**src/design/fast_timer_cfg.svh**
```systemverilog
// Register offsets, field positions, reset values and timing counts of the fast timer
`ifndef FAST_TIMER_CFG_SVH
`define FAST_TIMER_CFG_SVH

// ---------------------------------------------------------------
// Register byte offsets on APB
// ---------------------------------------------------------------
`define OFS_TIMER_CONTROL 8'h00
`define OFS_CHANNEL_B_CONTROL 8'h04
`define OFS_GLOBAL_TIMER_CONTROL 8'h08
`define OFS_PLL_CONTROL_STATUS 8'h0C
`define OFS_COUNTER_VALUE 8'h10
`define OFS_COMPARE_A_VALUE 8'h14
`define OFS_COMPARE_B_VALUE 8'h18
`define OFS_COMPARE_TOP_VALUE 8'h1C
`define OFS_TIMER_FLAG_REGISTER 8'h20
`define OFS_TIMER_MASK_REGISTER 8'h24

// ---------------------------------------------------------------
// Field positions
// ---------------------------------------------------------------
`define TC_CLEAR_ON_TOP 7
`define TC_PWM_A_ENABLE 6
`define TC_MODE_A_HI 5
`define TC_MODE_A_LO 4
`define TC_CLOCK_SEL_HI 3
`define TC_CLOCK_SEL_LO 0
`define CB_PWM_B_ENABLE 6
`define CB_MODE_B_HI 5
`define CB_MODE_B_LO 4
`define GT_PRESCALER_RESET 1
`define PL_ASYNC_CLOCK_SELECT 2
`define FL_COMPARE_A 2
`define FL_COMPARE_B 1
`define FL_OVERFLOW 0

// ---------------------------------------------------------------
// Reset values and constants
// ---------------------------------------------------------------
`define RST_BYTE 8'h00
`define RST_FLAGS 3'h0
`define RST_PRESCALER 14'h0000
`define COUNT_MAX 8'hFF
`define COUNT_BOTTOM 8'h00
`define COUNT_PWM_SET 8'h01
`define FLAG_MASK 8'h07

`endif

```
**src/design/fast_timer_pkg.sv**
```systemverilog
// Types shared by the fast timer
package fast_timer_pkg;

	// Compare output action selected per channel
	typedef enum logic [1:0] {
		out_off = 2'b00,
		out_toggle = 2'b01,
		out_clear = 2'b10,
		out_set = 2'b11
	} out_mode_t;

	// Prescaler clock select code
	typedef logic [3:0] clock_sel_t;

endpackage

```
**src/design/fast_timer.sv**
```systemverilog
// 8-bit fast timer/counter with prescaler, three compares and APB registers
// Operation
// - 8-bit counter with own prescaler select
// - Prescaler runs on system or fast clock
// - Stop, then divide by 1 to 16384
// - Prescaler reset bit clears the prescaler
// - Fast peripheral clock 64 or 32 MHz
// - Written values pass input synchronizer stage
// - Control and compare registers read back immediately
// - Counter and flags readback delayed by stages
// - Three flags, enables in mask register
// - Normal mode compares against all three
// - Compare A drives output A, flag A
// - Compare B drives output B, flag B
// - Compare top holds counter maximum value
// - Normal mode overflow on FF to 00
// - PWM overflow on FF or top to 00
// - Normal mode inverted outputs stay disconnected
// - PWM counts zero up to top
// - PWM toggle mode gives two complementary output pairs
//
// Implementation choices: the APB interface to the registers and the register offsets.
`timescale 1ns/1ps
`default_nettype none
`include "fast_timer_cfg.svh"

module fast_timer
	import fast_timer_pkg::*;
(
	input wire logic pclk,
	input wire logic presetn,
	input wire logic psel,
	input wire logic penable,
	input wire logic pwrite,
	input wire logic [7:0] paddr,
	input wire logic [31:0] pwdata,
	output logic [31:0] prdata,
	output logic pready,
	output logic pslverr,
	input wire logic fast_peripheral_clock,
	input wire logic [2:0] vector_taken,
	output logic [2:0] flag_request,
	output logic compare_a_output,
	output logic compare_a_output_n,
	output logic compare_b_output,
	output logic compare_b_output_n
);

	// ---------------------------------------------------------------
	// Functions
	// ---------------------------------------------------------------

	// Prescaler tap: stop, undivided, or 2^(sel-1) division
	function automatic logic tap_tick(input clock_sel_t sel, input logic [13:0] pre, input logic src);
		logic hit;
		hit = 1'b0;
		if (sel == 4'h0) begin
			hit = 1'b0;
		end else if (sel == 4'h1) begin
			hit = src;
		end else begin
			hit = src && ((pre | ~((14'h0001 << (sel - 4'h1)) - 14'h0001)) == 14'h3FFF);
		end
		return hit;
	endfunction

	// Address is one of the mapped registers
	function automatic logic is_mapped(input logic [7:0] a);
		return (a[1:0] == 2'b00) && (a <= `OFS_TIMER_MASK_REGISTER);
	endfunction

	// ---------------------------------------------------------------
	// Register file and APB decode
	// ---------------------------------------------------------------
	logic [7:0] timer_control_q;
	logic [7:0] channel_b_control_q;
	logic [7:0] global_timer_control_q;
	logic [7:0] pll_control_status_q;
	logic [7:0] compare_a_value_q;
	logic [7:0] compare_b_value_q;
	logic [7:0] compare_top_value_q;
	logic [7:0] timer_mask_register_q;
	logic [7:0] counter_value_q;
	logic [2:0] flags_q;
	logic [7:0] count_read_q;
	logic [2:0] flags_read_q;
	logic sync_psr_q;
	logic access;
	logic wr;
	logic [7:0] wbyte;

	assign access = psel && penable && pready;
	assign wr = access && pwrite && is_mapped(paddr);
	assign wbyte = pwdata[7:0];

	// Zero-wait answer: ready in first access cycle
	always_ff @(posedge pclk or negedge presetn) begin
		if (!presetn) begin
			pready <= 1'b0;
			pslverr <= 1'b0;
		end else begin
			pready <= psel && !penable;
			pslverr <= psel && !penable && !is_mapped(paddr);
		end
	end

	// Read data captured in setup cycle
	always_ff @(posedge pclk or negedge presetn) begin
		if (!presetn) begin
			prdata <= 32'h0000_0000;
		end else if (psel && !penable && pwrite) begin
			// Writes return zero data
			prdata <= 32'h0000_0000;
		end else if (psel && !penable && !pwrite) begin
			prdata <= 32'h0000_0000;
			unique case (paddr)
				`OFS_TIMER_CONTROL: prdata[7:0] <= timer_control_q;
				`OFS_CHANNEL_B_CONTROL: prdata[7:0] <= channel_b_control_q;
				`OFS_GLOBAL_TIMER_CONTROL: prdata[7:0] <= global_timer_control_q;
				`OFS_PLL_CONTROL_STATUS: prdata[7:0] <= pll_control_status_q;
				`OFS_COUNTER_VALUE: prdata[7:0] <= count_read_q;
				`OFS_COMPARE_A_VALUE: prdata[7:0] <= compare_a_value_q;
				`OFS_COMPARE_B_VALUE: prdata[7:0] <= compare_b_value_q;
				`OFS_COMPARE_TOP_VALUE: prdata[7:0] <= compare_top_value_q;
				`OFS_TIMER_FLAG_REGISTER: prdata[2:0] <= flags_read_q;
				`OFS_TIMER_MASK_REGISTER: prdata[2:0] <= timer_mask_register_q[2:0];
				default: prdata <= 32'h0000_0000;
			endcase
		end
	end

	// Software-written control and compare registers
	always_ff @(posedge pclk or negedge presetn) begin
		if (!presetn) begin
			timer_control_q <= `RST_BYTE;
			channel_b_control_q <= `RST_BYTE;
			pll_control_status_q <= `RST_BYTE;
			compare_a_value_q <= `RST_BYTE;
			compare_b_value_q <= `RST_BYTE;
			compare_top_value_q <= `RST_BYTE;
			timer_mask_register_q <= `RST_BYTE;
		end else if (wr) begin
			unique case (paddr)
				`OFS_TIMER_CONTROL: timer_control_q <= wbyte;
				`OFS_CHANNEL_B_CONTROL: channel_b_control_q <= wbyte & 8'h70;
				`OFS_PLL_CONTROL_STATUS: pll_control_status_q <= wbyte & 8'h04;
				`OFS_COMPARE_A_VALUE: compare_a_value_q <= wbyte;
				`OFS_COMPARE_B_VALUE: compare_b_value_q <= wbyte;
				`OFS_COMPARE_TOP_VALUE: compare_top_value_q <= wbyte;
				`OFS_TIMER_MASK_REGISTER: timer_mask_register_q <= wbyte & `FLAG_MASK;
				default: ;
			endcase
		end
	end

	// Prescaler reset bit: set by write, cleared once applied
	always_ff @(posedge pclk or negedge presetn) begin
		if (!presetn) begin
			global_timer_control_q <= `RST_BYTE;
		end else if (wr && paddr == `OFS_GLOBAL_TIMER_CONTROL) begin
			global_timer_control_q <= wbyte;
		end else if (sync_psr_q) begin
			global_timer_control_q[`GT_PRESCALER_RESET] <= 1'b0;
		end
	end

	// ---------------------------------------------------------------
	// Input synchronization stage
	// ---------------------------------------------------------------
	logic [7:0] sync_tc_q;
	logic [7:0] sync_cb_q;
	logic sync_async_q;
	logic [7:0] sync_a_q;
	logic [7:0] sync_b_q;
	logic [7:0] sync_top_q;
	logic sync_cnt_wr_q;
	logic [7:0] sync_cnt_val_q;

	// Counter logic sees register values one cycle late
	always_ff @(posedge pclk or negedge presetn) begin
		if (!presetn) begin
			sync_tc_q <= `RST_BYTE;
			sync_cb_q <= `RST_BYTE;
			sync_async_q <= 1'b0;
			sync_psr_q <= 1'b0;
			sync_a_q <= `RST_BYTE;
			sync_b_q <= `RST_BYTE;
			sync_top_q <= `RST_BYTE;
			sync_cnt_wr_q <= 1'b0;
			sync_cnt_val_q <= `RST_BYTE;
		end else begin
			sync_tc_q <= timer_control_q;
			sync_cb_q <= channel_b_control_q;
			sync_async_q <= pll_control_status_q[`PL_ASYNC_CLOCK_SELECT];
			sync_psr_q <= global_timer_control_q[`GT_PRESCALER_RESET] && !sync_psr_q;
			sync_a_q <= compare_a_value_q;
			sync_b_q <= compare_b_value_q;
			sync_top_q <= compare_top_value_q;
			sync_cnt_wr_q <= wr && paddr == `OFS_COUNTER_VALUE;
			sync_cnt_val_q <= wbyte;
		end
	end

	// ---------------------------------------------------------------
	// Clock source and prescaler
	// ---------------------------------------------------------------
	logic fclk_s1_q;
	logic fclk_s2_q;
	logic fclk_s3_q;
	logic [13:0] prescale_q;
	logic src_tick;
	logic tick;

	// Two-stage synchronizer, then edge history
	always_ff @(posedge pclk or negedge presetn) begin
		if (!presetn) begin
			fclk_s1_q <= 1'b0;
			fclk_s2_q <= 1'b0;
			fclk_s3_q <= 1'b0;
		end else begin
			fclk_s1_q <= fast_peripheral_clock;
			fclk_s2_q <= fclk_s1_q;
			fclk_s3_q <= fclk_s2_q;
		end
	end

	// Source edge: every cycle, or fast clock rising edge
	assign src_tick = sync_async_q ? (fclk_s2_q && !fclk_s3_q) : 1'b1;
	assign tick = tap_tick(clock_sel_t'(sync_tc_q[`TC_CLOCK_SEL_HI:`TC_CLOCK_SEL_LO]), prescale_q, src_tick);

	// Free-running prescaler, cleared by its reset bit
	always_ff @(posedge pclk or negedge presetn) begin
		if (!presetn) begin
			prescale_q <= `RST_PRESCALER;
		end else if (sync_psr_q) begin
			prescale_q <= `RST_PRESCALER;
		end else if (src_tick) begin
			prescale_q <= prescale_q + 14'h0001;
		end
	end

	// ---------------------------------------------------------------
	// Counter, compares and overflow
	// ---------------------------------------------------------------
	logic pwm_a;
	logic pwm_b;
	logic pwm_any;
	logic at_top;
	logic at_max;
	logic wrap;
	logic match_a;
	logic match_b;
	logic [7:0] active_a_q;
	logic [7:0] active_b_q;
	logic [2:0] event_set;

	assign pwm_a = sync_tc_q[`TC_PWM_A_ENABLE];
	assign pwm_b = sync_cb_q[`CB_PWM_B_ENABLE];
	assign pwm_any = pwm_a || pwm_b;
	assign at_top = counter_value_q == sync_top_q;
	assign at_max = counter_value_q == `COUNT_MAX;
	assign wrap = tick && at_top && (pwm_any || sync_tc_q[`TC_CLEAR_ON_TOP]);
	assign match_a = tick && counter_value_q == active_a_q;
	assign match_b = tick && counter_value_q == active_b_q;

	// Overflow on FF to 00, or in PWM also on top to 00
	assign event_set[`FL_OVERFLOW] = tick && (at_max || (pwm_any && at_top));
	assign event_set[`FL_COMPARE_A] = match_a;
	assign event_set[`FL_COMPARE_B] = match_b;

	// Up counter; PWM restarts from bottom after top
	always_ff @(posedge pclk or negedge presetn) begin
		if (!presetn) begin
			counter_value_q <= `COUNT_BOTTOM;
		end else if (sync_cnt_wr_q) begin
			counter_value_q <= sync_cnt_val_q;
		end else if (wrap) begin
			counter_value_q <= `COUNT_BOTTOM;
		end else if (tick) begin
			counter_value_q <= counter_value_q + 8'h01;
		end
	end

	// PWM compares latch at top to avoid glitches
	always_ff @(posedge pclk or negedge presetn) begin
		if (!presetn) begin
			active_a_q <= `RST_BYTE;
			active_b_q <= `RST_BYTE;
		end else if (!pwm_any || wrap) begin
			active_a_q <= sync_a_q;
			active_b_q <= sync_b_q;
		end
	end

	// ---------------------------------------------------------------
	// Flags: set wins over clear
	// ---------------------------------------------------------------
	logic [2:0] sw_clear;

	assign sw_clear = (wr && paddr == `OFS_TIMER_FLAG_REGISTER) ? wbyte[2:0] : 3'h0;

	// Sticky flags, cleared by write one or vector taken
	always_ff @(posedge pclk or negedge presetn) begin
		if (!presetn) begin
			flags_q <= `RST_FLAGS;
		end else begin
			flags_q <= event_set | (flags_q & ~(sw_clear | vector_taken));
		end
	end

	// Output stage for counter and flag readback
	always_ff @(posedge pclk or negedge presetn) begin
		if (!presetn) begin
			count_read_q <= `RST_BYTE;
			flags_read_q <= `RST_FLAGS;
		end else begin
			count_read_q <= counter_value_q;
			flags_read_q <= flags_q;
		end
	end

	// Enabled flags presented as requests
	always_ff @(posedge pclk or negedge presetn) begin
		if (!presetn) begin
			flag_request <= `RST_FLAGS;
		end else begin
			flag_request <= flags_q & timer_mask_register_q[2:0];
		end
	end

	// ---------------------------------------------------------------
	// Compare outputs
	// ---------------------------------------------------------------
	logic [1:0] wave_q;
	logic [1:0] pwm_en;
	logic [1:0] match_v;
	out_mode_t mode_v [2];
	logic [1:0] inv_v;

	assign pwm_en = {pwm_b, pwm_a};
	assign match_v = {match_b, match_a};
	assign mode_v[0] = out_mode_t'(sync_tc_q[`TC_MODE_A_HI:`TC_MODE_A_LO]);
	assign mode_v[1] = out_mode_t'(sync_cb_q[`CB_MODE_B_HI:`CB_MODE_B_LO]);

	// One waveform generator per channel
	genvar ch;
	generate
		for (ch = 0; ch < 2; ch++) begin : g_wave
			always_ff @(posedge pclk or negedge presetn) begin
				if (!presetn) begin
					wave_q[ch] <= 1'b0;
				end else if (pwm_en[ch]) begin
					// PWM: action on match, restore when count hits 1
					if (match_v[ch]) begin
						wave_q[ch] <= (mode_v[ch] == out_set);
					end else if (tick && counter_value_q == `COUNT_BOTTOM) begin
						wave_q[ch] <= (mode_v[ch] != out_set);
					end
				end else if (match_v[ch]) begin
					unique case (mode_v[ch])
						out_off: wave_q[ch] <= wave_q[ch];
						out_toggle: wave_q[ch] <= !wave_q[ch];
						out_clear: wave_q[ch] <= 1'b0;
						out_set: wave_q[ch] <= 1'b1;
					endcase
				end
			end
			// Complement only in PWM toggle mode, else off
			assign inv_v[ch] = pwm_en[ch] && mode_v[ch] == out_toggle && !wave_q[ch];
		end
	endgenerate

	// Pins driven from flip-flops; disconnected reads low
	always_ff @(posedge pclk or negedge presetn) begin
		if (!presetn) begin
			compare_a_output <= 1'b0;
			compare_a_output_n <= 1'b0;
			compare_b_output <= 1'b0;
			compare_b_output_n <= 1'b0;
		end else begin
			compare_a_output <= (mode_v[0] != out_off) && wave_q[0];
			compare_a_output_n <= inv_v[0];
			compare_b_output <= (mode_v[1] != out_off) && wave_q[1];
			compare_b_output_n <= inv_v[1];
		end
	end

endmodule // fast_timer

`default_nettype wire

```
**config.mk**
```make
export PLATFORM = sky130hd
export DESIGN_NAME = fast_timer
export DESIGN_NICKNAME = d
export VERILOG_FILES = /design/src/design/fast_timer_pkg.sv /design/src/design/fast_timer.sv
export VERILOG_INCLUDE_DIRS = /design/src /design/src/design
export SDC_FILE = /design/constraint.sdc
export NUM_CORES = 1
export LEC_CHECK = 0
export ABC_CLOCK_PERIOD_IN_PS = 3450
export BUFFER_PORTS_ARGS = -buffer_cell sky130_fd_sc_hd__buf_2
export CAP_MARGIN = 20
export CELL_PAD_IN_SITES_DETAIL_PLACEMENT = 0
export CELL_PAD_IN_SITES_GLOBAL_PLACEMENT = 1
export CORE_MARGIN = 2
export CORE_UTILIZATION = 40
export DETAILED_ROUTE_END_ITERATION = 6
export HOLD_SLACK_MARGIN = 0.12
export PLACE_DENSITY_LB_ADDON = 0.1
export REMOVE_ABC_BUFFERS = 1
export SLEW_MARGIN = 20
export SYNTH_ARGS = -nofsm -noshare
export SYNTH_HDL_FRONTEND = slang
export SYNTH_SLANG_ARGS = --single-unit
```
**constraint.sdc**
```tcl
create_clock -name pclk -period 3.45 [get_ports pclk]
set_clock_uncertainty 0.05 [all_clocks]
set_input_delay 0.69 -clock pclk [delete_from_list [all_inputs] [get_ports pclk]]
set_output_delay 0.69 -clock pclk [all_outputs]
set_load 0.1 [all_outputs]
```
==> impl_metrics.toml, run 1 <==
[power]
p_seq_share_pct = 48.0
switching_share_pct = 27.74
p_leak_uw = 0.004058
powerDensity_mw_per_mm2 = 493.6
p_comb_share_pct = 7.2
peakVddDrop_uv = 306.7
clockPowerShare_pct = 44.8
switchingPower_uw = 1185
p_int_uw = 3087

[logic_synthesis]
synth-async-reset-ratio_pct = 100.0
synth_area_sq_mm = 0.007599
synth_top_area_share_pct = 55.00
synth_top_area_cell = "dfrtp_1"
synth_seq_area_share_pct = 55.00
syn_avg_cell_area_sq_um = 12.00
synth_edf_count = 0
synthFlopType = "dfrtp_1"
synth_cells = 633
yosysUniqueCellTypes = 75
synth_common_cells = "dfrtp_1, mux2_2, nand2_1"
synth_seq_cells = 167
synth_area_leaders = "dfrtp_1, mux2_2, xor2_1"
ys_warn_count = 0
yosysMostFrequentCell = "dfrtp_1"

[route]
vias = 5085
drtAntennaViolNets = 0
wire_per_inst_um = 20.20
vias_per_cell = 5.433
first_pass_iters = 4
drt-total-wl_um = 18910
drc_errors = 0
drt-initial-drc-count = 401

[cts]
ctsResizeCount = 0
clkTransAtPathRegs_ps = 70
cts_buffers = 17
postCtsSetupBuffers = 0
insertion_delay_ps = 430
htreeDepth = 4
cts_tree = "built"
clock_sinks = 167
ctsRootBufferMaster = "clkbuf_16"
clockBufferDepth = 2
hold_buffers = 0

[floorplanning]
die_y_um = 141.8
core_region_area_sq_mm = 0.01864
rows = 50
pin_count = 90
dieArea_sq_mm = 0.02011
dieWidth_um = 141.8
start_util_pct = 40.76

[setup_path]
startpoint_type = "flip-flop"
arrival_ps = 3450
worst-setup-path-type = "flip-flop to flip-flop"
cp-end-kind = "flip-flop"
ff2ff_setup_slack_ps = 280
critical_path_peak_fanout = 16
required_ps = 3720

[run_status]
status = "finished clean"

[timing]
max_freq_mhz = 315.1
hold_viol = 0
tightest_slew_ps = 807.8
rsz0062_at_grt = "no"
fin_crit_ps = 3173
slew_violations = 0
tns_ps = 0
final.period_utilization_pct = 91.98
finalSetupViolCount = 0
max_slew_margin_pct = 46.04

[global_routing]
grt_overflow = 0
grt_pass1_wl_um = 29970
antenna_found_initial = 0
grt_pass1_vias = 5080
grt_max_degree = 70
track_usage_pct = 19.99

[placement]
dpl.hpwl_um = 13310
place_inst = 904
io_buffers = 41
gp_congestion = 0.7908

[worst_hold_path]
min_path_type = "input pin to async pin"

[cells_and_area]
final_nets = 742
final_cells = 936
syn2layout_area_growth_pct = 13.90
drive_above_1_share_pct = 26.35
diodes = 0

[job]
max_cap_viol_count = 0
[power by group through the flow]
stage | Sequential, uW | Clock [uW] | Combinational (uW)
global route | 2060 | 2040 | 341
finish | 2050 | 1910 | 309
detailed placement | 2090 | 0 | 312
floorplan | 2080 | 0 | 195
global placement | 2090 | 0 | 308
CTS | 2050 | 1960 | 313
[sequential cells by signal, summed over array words and instances, names as in the netlist, 3 cells and up]
| register | count |
|---|---|
| flags_q | 3 |
| flags_read_q | 3 |
| sync_b_q | 8 |
| timer_mask_register_q | 3 |
| sync_tc_q | 8 |
| sync_a_q | 8 |
| counter_value_q | 8 |
| sync_top_q | 8 |
| prescale_q | 14 |
| global_timer_control_q | 8 |
| active_b_q | 8 |
| active_a_q | 8 |
| prdata | 8 |
| compare_b_value_q | 8 |
| compare_top_value_q | 8 |
| flag_request | 3 |
| count_read_q | 8 |
| sync_cnt_val_q | 8 |
| compare_a_value_q | 8 |
| channel_b_control_q | 3 |
| timer_control_q | 8 |
| sync_cb_q | 3 |
[final timing paths]
| path | start | endpoint | depth (start not counted) |
|---|---|---|---|
| min in group pclk | fclk_s1_q$_DFF_PN0_ | fclk_s2_q$_DFF_PN0_ | 0 |
| hold reg to reg | fclk_s1_q$_DFF_PN0_ | fclk_s2_q$_DFF_PN0_ | 0 |
| hold / removal | presetn | prescale_q[7]$_DFFE_PN0P_ | 1 |
| max in group asynchronous | presetn | count_read_q[2]$_DFF_PN0_ | 2 |
| setup reg to reg | sync_tc_q[1]$_DFF_PN0_ | active_b_q[3]$_DFFE_PN0P_ | 11 |
| setup / recovery | sync_tc_q[1]$_DFF_PN0_ | active_b_q[3]$_DFFE_PN0P_ | 11 |
[metrics by stage]
stage | power, uW | hold WS, ps | utilization [%] | setup WS (ps) | instance area (sq um)
floorplan | 2273 | 281.2 | - | 124.8 | 7358
global placement | 2394 | 283.9 | 43.25 | 369.1 | 8063
detailed placement | 2400 | 296.5 | 43.25 | 278.0 | 8063
CTS | 4320 | 250.8 | 46.42 | 270.4 | 8655
global route | 4436 | 255.2 | 46.42 | 108.1 | 8655
finish | 4272 | 201.4 | 46.42 | 276.7 | 8655
[cell usage in the layout (no fill, tap or decap), drive strengths merged, types with 10 or more instances in the layout]
master	netlist	final
xor2	26	26
nor2	34	34
nor3	14	14
conb	1	24
nand3	24	24
clkbuf	17	18
a22oi	10	10
a21oi	17	17
mux2	65	65
xnor2	12	12
dfrtp	167	167
inv	14	20
nand4	11	11
o21ai	19	19
buf	35	66
nand2	38	38
[layout make-up]
type / instances / area, sq um
clock buffer: 18 / 429.2
clock inverter: 14 / 162.7
fill: 1734 / 9988
inverter: 14 / 52.55
multi-input combinational: 423 / 3127
sequential: 167 / 4179
tap: 234 / 292.8
timing repair buffer: 66 / 411.6
[worst max-delay path: stages (launching register included)]
cell,delay (ps)
dfrtp_1,550
nand3b_1,280
ha_1,330
buf_4,190
nor4b_1,280
a31oi_1,70
o32a_1,180
o2111ai_2,130
nor4b_4,90
a221oi_4,190
buf_4,330
mux2_2,380
[layer usage]
metal,vias up,wire [um],GRT usage [%]
met5,-,0,0
met3,20,629,3.881
met4,0,198,5.263
li1,2336,-,-
met2,121,8837,31.50
met1,2608,9240,28.47
[cells by family after synthesis]
kind of cell / count (synthesis) / synth area share, %
and+or+nand+nor: 190 / 14.26
DFF: 167 / 55.00
AOI/OAI and AO/OA: 93 / 9.188
muxes: 74 / 11.48
buffers and inverters: 66 / 4.989
xor gates and xnor gates: 38 / 4.380
adders and majority gates: 4 / 0.6587
other: 1 / 0.04935
Note: power is estimated with default switching activity, not from simulation.
==> run 2: changes to the inputs <==
- CORE_MARGIN: 2 -> unset
- TNS_END_PERCENT: unset -> 1
==> run 2 against run 1 <==
Die area is 2.8% lower. Global-route usage is 0.13 points higher. Highest routed layer unchanged. Via count is 1.9% lower. Sequential power hardly changed. Routed wire length is 2.7% lower. Largest power group unchanged. Largest cell class unchanged. Worst hold slack better by 7.5 ps. Clock-buffer cell count stayed put.
==> impl_metrics.toml, run 2 (same netlist as run 1, synthesis figures left out) <==
[run_status]
status = "finished clean"

[cts]
postCtsSetupBuffers = 0
hold_buffers = 0
ctsResizeCount = 0
clkTransAtPathRegs_ps = 70
insertion_delay_ps = 420
cts_buffers = 17
htreeDepth = 4
clockBufferDepth = 2
cts_tree = "built"
ctsRootBufferMaster = "clkbuf_16"
clock_sinks = 167

[setup_path]
slowest_delay_ps = 650
startpoint_type = "flip-flop"
ff2ff_path_depth = 10
critical_path_peak_fanout = 16
ff2ff_setup_slack_ps = 280
cp-end-kind = "flip-flop"
critPathCapture = "counter_value_q[1]$_DFFE_PN0P_"
r2r_end = "counter_value_q[1]$_DFFE_PN0P_"
arrival_ps = 3430
crit_path_start = "sync_tc_q[1]$_DFF_PN0_"
path_cells = "nand3b_1 -> ha_2 -> and4b_1 -> a21oi_1 -> or3_1 -> o2111ai_2 -> o31ai_4 -> buf_4 -> nand3_1 -> o311ai_0"
critPathSlowestCell = "dfrtp_1"
required_ps = 3700
r2r_start = "sync_tc_q[1]$_DFF_PN0_"
worst-setup-path-type = "flip-flop to flip-flop"

[floorplanning]
pin_count = 90
dieArea_sq_mm = 0.01955
dieWidth_um = 139.8
start_util_pct = 40.76
core_region_area_sq_mm = 0.01864
rows = 50
die_y_um = 139.8

[timing]
whs_ps = 208.9
max_freq_mhz = 315.3
rsz0062_at_grt = "no"
final.period_utilization_pct = 91.94
tightest_slew_ps = 862.0
slew_violations = 0
finalSetupViolCount = 0
fin_crit_ps = 3172
max_slew_margin_pct = 42.42
hold_viol = 0
tns_ps = 0

[cells_and_area]
syn2layout_area_growth_pct = 13.30
largest_register_ff_count = 14
diodes = 0
drive_above_1_share_pct = 25.79
final_cell_mix = "dfrtp_1, mux2_2, buf_2"
fillers = 1733
layout_commonest_cell = "dfrtp_1"
regMostFlops = "prescale_q"
final_util_pct = 46.18
final_nets = 734

[power]
p_seq_share_pct = 48.2
powerDensity_mw_per_mm2 = 493.8
clockPowerShare_pct = 44.6
switchingPower_uw = 1165
p_comb_share_pct = 7.2
peakVddDrop_uv = 326.2
power.total_uw = 4251
p_int_uw = 3086
p_leak_uw = 0.004028
switching_share_pct = 27.40

[worst_hold_path]
min_path_type = "input pin to async pin"

[global_routing]
grt_pass1_wl_um = 29570
track_usage_pct = 20.12
antenna_found_initial = 0
grt_max_degree = 65
grt_overflow = 0
grt_pass1_vias = 5101

[route]
drtAntennaViolNets = 0
drt-initial-drc-count = 339
vias_per_cell = 5.376
first_pass_iters = 4
drc_errors = 0
drt-total-wl_um = 18400
wire_per_inst_um = 19.83
vias = 4989

[placement]
io_buffers = 41
dpl.hpwl_um = 13050
gp_congestion = 0.8299

[job]
max_cap_viol_count = 0
[run 2: how the worst min path moves through the flow]
stage	cells after the start	slack, ps	start	to
floorplan	0	280	fclk_s1_q$_DFF_PN0_	fclk_s2_q$_DFF_PN0_
finish	1	210	presetn	prescale_q[12]$_DFFE_PN0P_
detailed placement	0	290	fclk_s1_q$_DFF_PN0_	fclk_s2_q$_DFF_PN0_
global route	1	250	presetn	prescale_q[12]$_DFFE_PN0P_
global placement	0	280	fclk_s1_q$_DFF_PN0_	fclk_s2_q$_DFF_PN0_
CTS	1	230	presetn	prescale_q[12]$_DFFE_PN0P_
[run 2: layout make-up]
cell class	instances	area [sq um]	share of cell area, %
Sequential cell	167	4179	48.54
Multi-Input combinational cell	423	3132	36.38
Clock buffer	18	429.2	4.985
Timing Repair Buffer	58	364.1	4.229
Tap cell	234	292.8	3.401
Clock inverter	14	160.2	1.860
Inverter	14	52.55	0.6104
[run 2: metrics by stage]
step                area [sq um]  setup WS (ps)  instances
floorplan                   7358          124.8        604
global placement            8015          279.7        896
finish                      8610          278.2        928
global route                8610          66.86        928
CTS                         8605          186.3        928
detailed placement          8015          212.3        896
[run 2: layer usage]
metal,track usage (%),vias up,part of all wire [%]
li1,-,2323,-
met1,28.01,2538,48
met2,32.26,115,48
met3,4.129,13,3.1
met4,4.569,0,0.97
met5,0,-,0
[run 2: power by group through the flow]
stage | clock network (uW) | registers [uW] | logic (uW)
4_1_cts | 1940 | 2050 | 310
6_report | 1900 | 2050 | 306
2_1_floorplan | 0 | 2080 | 195
5_1_grt | 2030 | 2060 | 334
3_3_place_gp | 0 | 2090 | 306
3_5_place_dp | 0 | 2090 | 308
[run 2: critical path: cells and delay by family (launching register included)]
kind	cells	cell delay (ps)
flops	1	650
compound gates	4	1060
simple gates	4	640
buf+inv	1	300
fa+ha+maj	1	350
==> run 3: changes to the inputs <==
- CORE_ASPECT_RATIO: unset -> 1.1
- PLACE_DENSITY_LB_ADDON: 0.1 -> 0.05
==> run 3 against run 2 <==
Sequential cell count unchanged. Final cell count up 1.9%. Via count increased by 2.4%. Routed wire length grew 3.0%. Global-route usage increased by 1.0 points. Clock power grew 3%. Cell area up 1.1%. Critical path type unchanged. Largest cell class unchanged. Largest power group unchanged. Highest routed layer unchanged.
==> impl_metrics.toml, run 3 (same netlist as run 1, synthesis figures left out) <==
[floorplanning]
rows = 52
dieArea_sq_mm = 0.01955
pin_count = 90
die_y_um = 146.6
core_region_area_sq_mm = 0.01848
start_util_pct = 41.12
dieWidth_um = 133.4

[setup_path]
required_ps = 3720
critical_path_peak_fanout = 16
r2r_end = "active_a_q[7]$_DFFE_PN0P_"
arrival_ps = 3310
slowest_delay_ps = 560
critPathCapture = "active_a_q[7]$_DFFE_PN0P_"
path_cells = "nand3b_1 -> ha_1 -> and4b_1 -> a21oi_1 -> or3_1 -> o2111ai_2 -> nor4b_4 -> a221oi_4 -> buf_12 -> mux2_2"
r2r_start = "sync_tc_q[0]$_DFF_PN0_"
critPathSlowestCell = "dfrtp_1"
crit_path_start = "sync_tc_q[0]$_DFF_PN0_"
ff2ff_path_depth = 10
worst-setup-path-type = "flip-flop to flip-flop"
startpoint_type = "flip-flop"
ff2ff_setup_slack_ps = 420
cp-end-kind = "flip-flop"

[run_status]
status = "finished clean"

[cells_and_area]
syn2layout_area_growth_pct = 14.52
drive_above_1_share_pct = 26.60
layout_commonest_cell = "dfrtp_1"
regMostFlops = "prescale_q"
largest_register_ff_count = 14
final_nets = 743
final_cell_mix = "dfrtp_1, mux2_2, buf_2"
seqCellArea_sq_mm = 0.004179
multiInputGateArea_sq_mm = 0.003127
diodes = 0
fillers = 1725

[global_routing]
grt_pass1_vias = 5197
grt_pass1_wl_um = 30610
gr-usage-met3_pct = 3.333
grt_util_met2_pct = 34.22
antenna_found_initial = 0
track_usage_pct = 21.12
grt_overflow = 0
grt_max_degree = 106
use_met1_pct = 28.92
top_usage_layer = "met2"

[placement]
dpl.hpwl_um = 13560
io_buffers = 41
gp_congestion = 0.8295

[timing]
hold_viol = 0
fin_crit_ps = 3034
final.period_utilization_pct = 87.95
tns_ps = 0
finalSetupViolCount = 0
rsz0062_at_grt = "no"
tightest_slew_ps = 872.9
slew_violations = 0
max_slew_margin_pct = 41.69
max_freq_mhz = 329.6

[cts]
insertion_delay_ps = 440
ctsRootBufferMaster = "clkbuf_16"
clock_sinks = 167
cts_tree = "built"
clockBufferDepth = 2
hold_buffers = 0
clkTransAtPathRegs_ps = 70
htreeDepth = 4
cts_buffers = 17

[route]
first_pass_iters = 5
drc_errors = 0
drt-initial-drc-count = 285
drtAntennaViolNets = 0
vias_per_cell = 5.400
wire_per_inst_um = 20.03
vias = 5108
drt-total-wl_um = 18950

[job]
max_cap_viol_count = 0

[power]
peakVddDrop_uv = 368.2
power.total_uw = 4321
p_leak_uw = 0.004093
powerDensity_mw_per_mm2 = 496.5

[worst_hold_path]
min_path_type = "input pin to async pin"
[run 3: cell types whose count changed in the layout (fill, tap and decap cells not counted)]
cell and delta:
clkinv_4 -1, clkinv_8 -1, ha_1 +1, clkbuf_8 +1, inv_8 +4, inv_6 +1, nor2_2 -1, ha_2 -1
nor2_1 +1, clkbuf_1 -1, clkinv_2 -1, clkinvlp_4 -2, buf_4 +9
[run 3: cell type report]
| cell class | count | area share (%) |
|---|---|---|
| clock buffer | 18 | 5.047 |
| clock inverter | 14 | 1.941 |
| inverter | 14 | 0.6039 |
| multi-input combinational | 423 | 35.93 |
| sequential | 167 | 48.02 |
| tap | 243 | 3.494 |
| timing repair buffer | 67 | 4.960 |
[run 3: metrics by stage]
| stage | cell area, sq um | setup slack, ps | hold slack (ps) | util (%) | instances |
|---|---|---|---|---|---|
| global route | 8702 | 210.3 | 134.9 | 47.10 | 946 |
| finish | 8702 | 415.6 | 118.1 | 47.10 | 946 |
| detailed placement | 8079 | 317.3 | 286.4 | 43.72 | 912 |
| floorplan | 7358 | 124.8 | 281.2 | - | 604 |
| global placement | 8079 | 423.3 | 283.0 | 43.72 | 912 |
| CTS | 8687 | 321.5 | 125.4 | 47.01 | 944 |
[run 3: worst min-delay path by stage]
| stage | slack [ps] | depth (start not counted) | endpoint |
|---|---|---|---|
| final | 120 | 1 | prescale_q[6]$_DFFE_PN0P_ |
| after global routing | 130 | 1 | prescale_q[7]$_DFFE_PN0P_ |
| after CTS | 130 | 1 | prescale_q[7]$_DFFE_PN0P_ |
| after detailed placement | 290 | 0 | fclk_s2_q$_DFF_PN0_ |
| after global placement | 280 | 0 | fclk_s2_q$_DFF_PN0_ |
| after floorplan | 280 | 0 | fclk_s2_q$_DFF_PN0_ |
[run 3: critical path: cells and delay by family, from the launching register on]
kind	cells	cell delay, ps
DFF	1	560
adders and majority gates	1	400
AOI/OAI and AO/OA	3	420
muxes	1	350
and+or+nand+nor	4	920
buffers and inverters	1	220
[run 3: what timing repair did]
item,4_1_cts,5_1_grt
setup endpoints to repair,0,1
gates resized for setup,0,0
buffers inserted,0,2
[run 3: metal layers]
metal  wire, um  share of wire, %
met5          0                 0
met1       8779                46
met4        261               1.4
met2       9297                49
met3        614               3.2
[run 3: power breakdown]
| group | total (uW) | internal, uW | switching [uW] |
|---|---|---|---|
| sequential | 2050 | 1990 | 57.4 |
| clock | 1960 | 1060 | 900 |
| combinational | 305 | 62.8 | 243 |
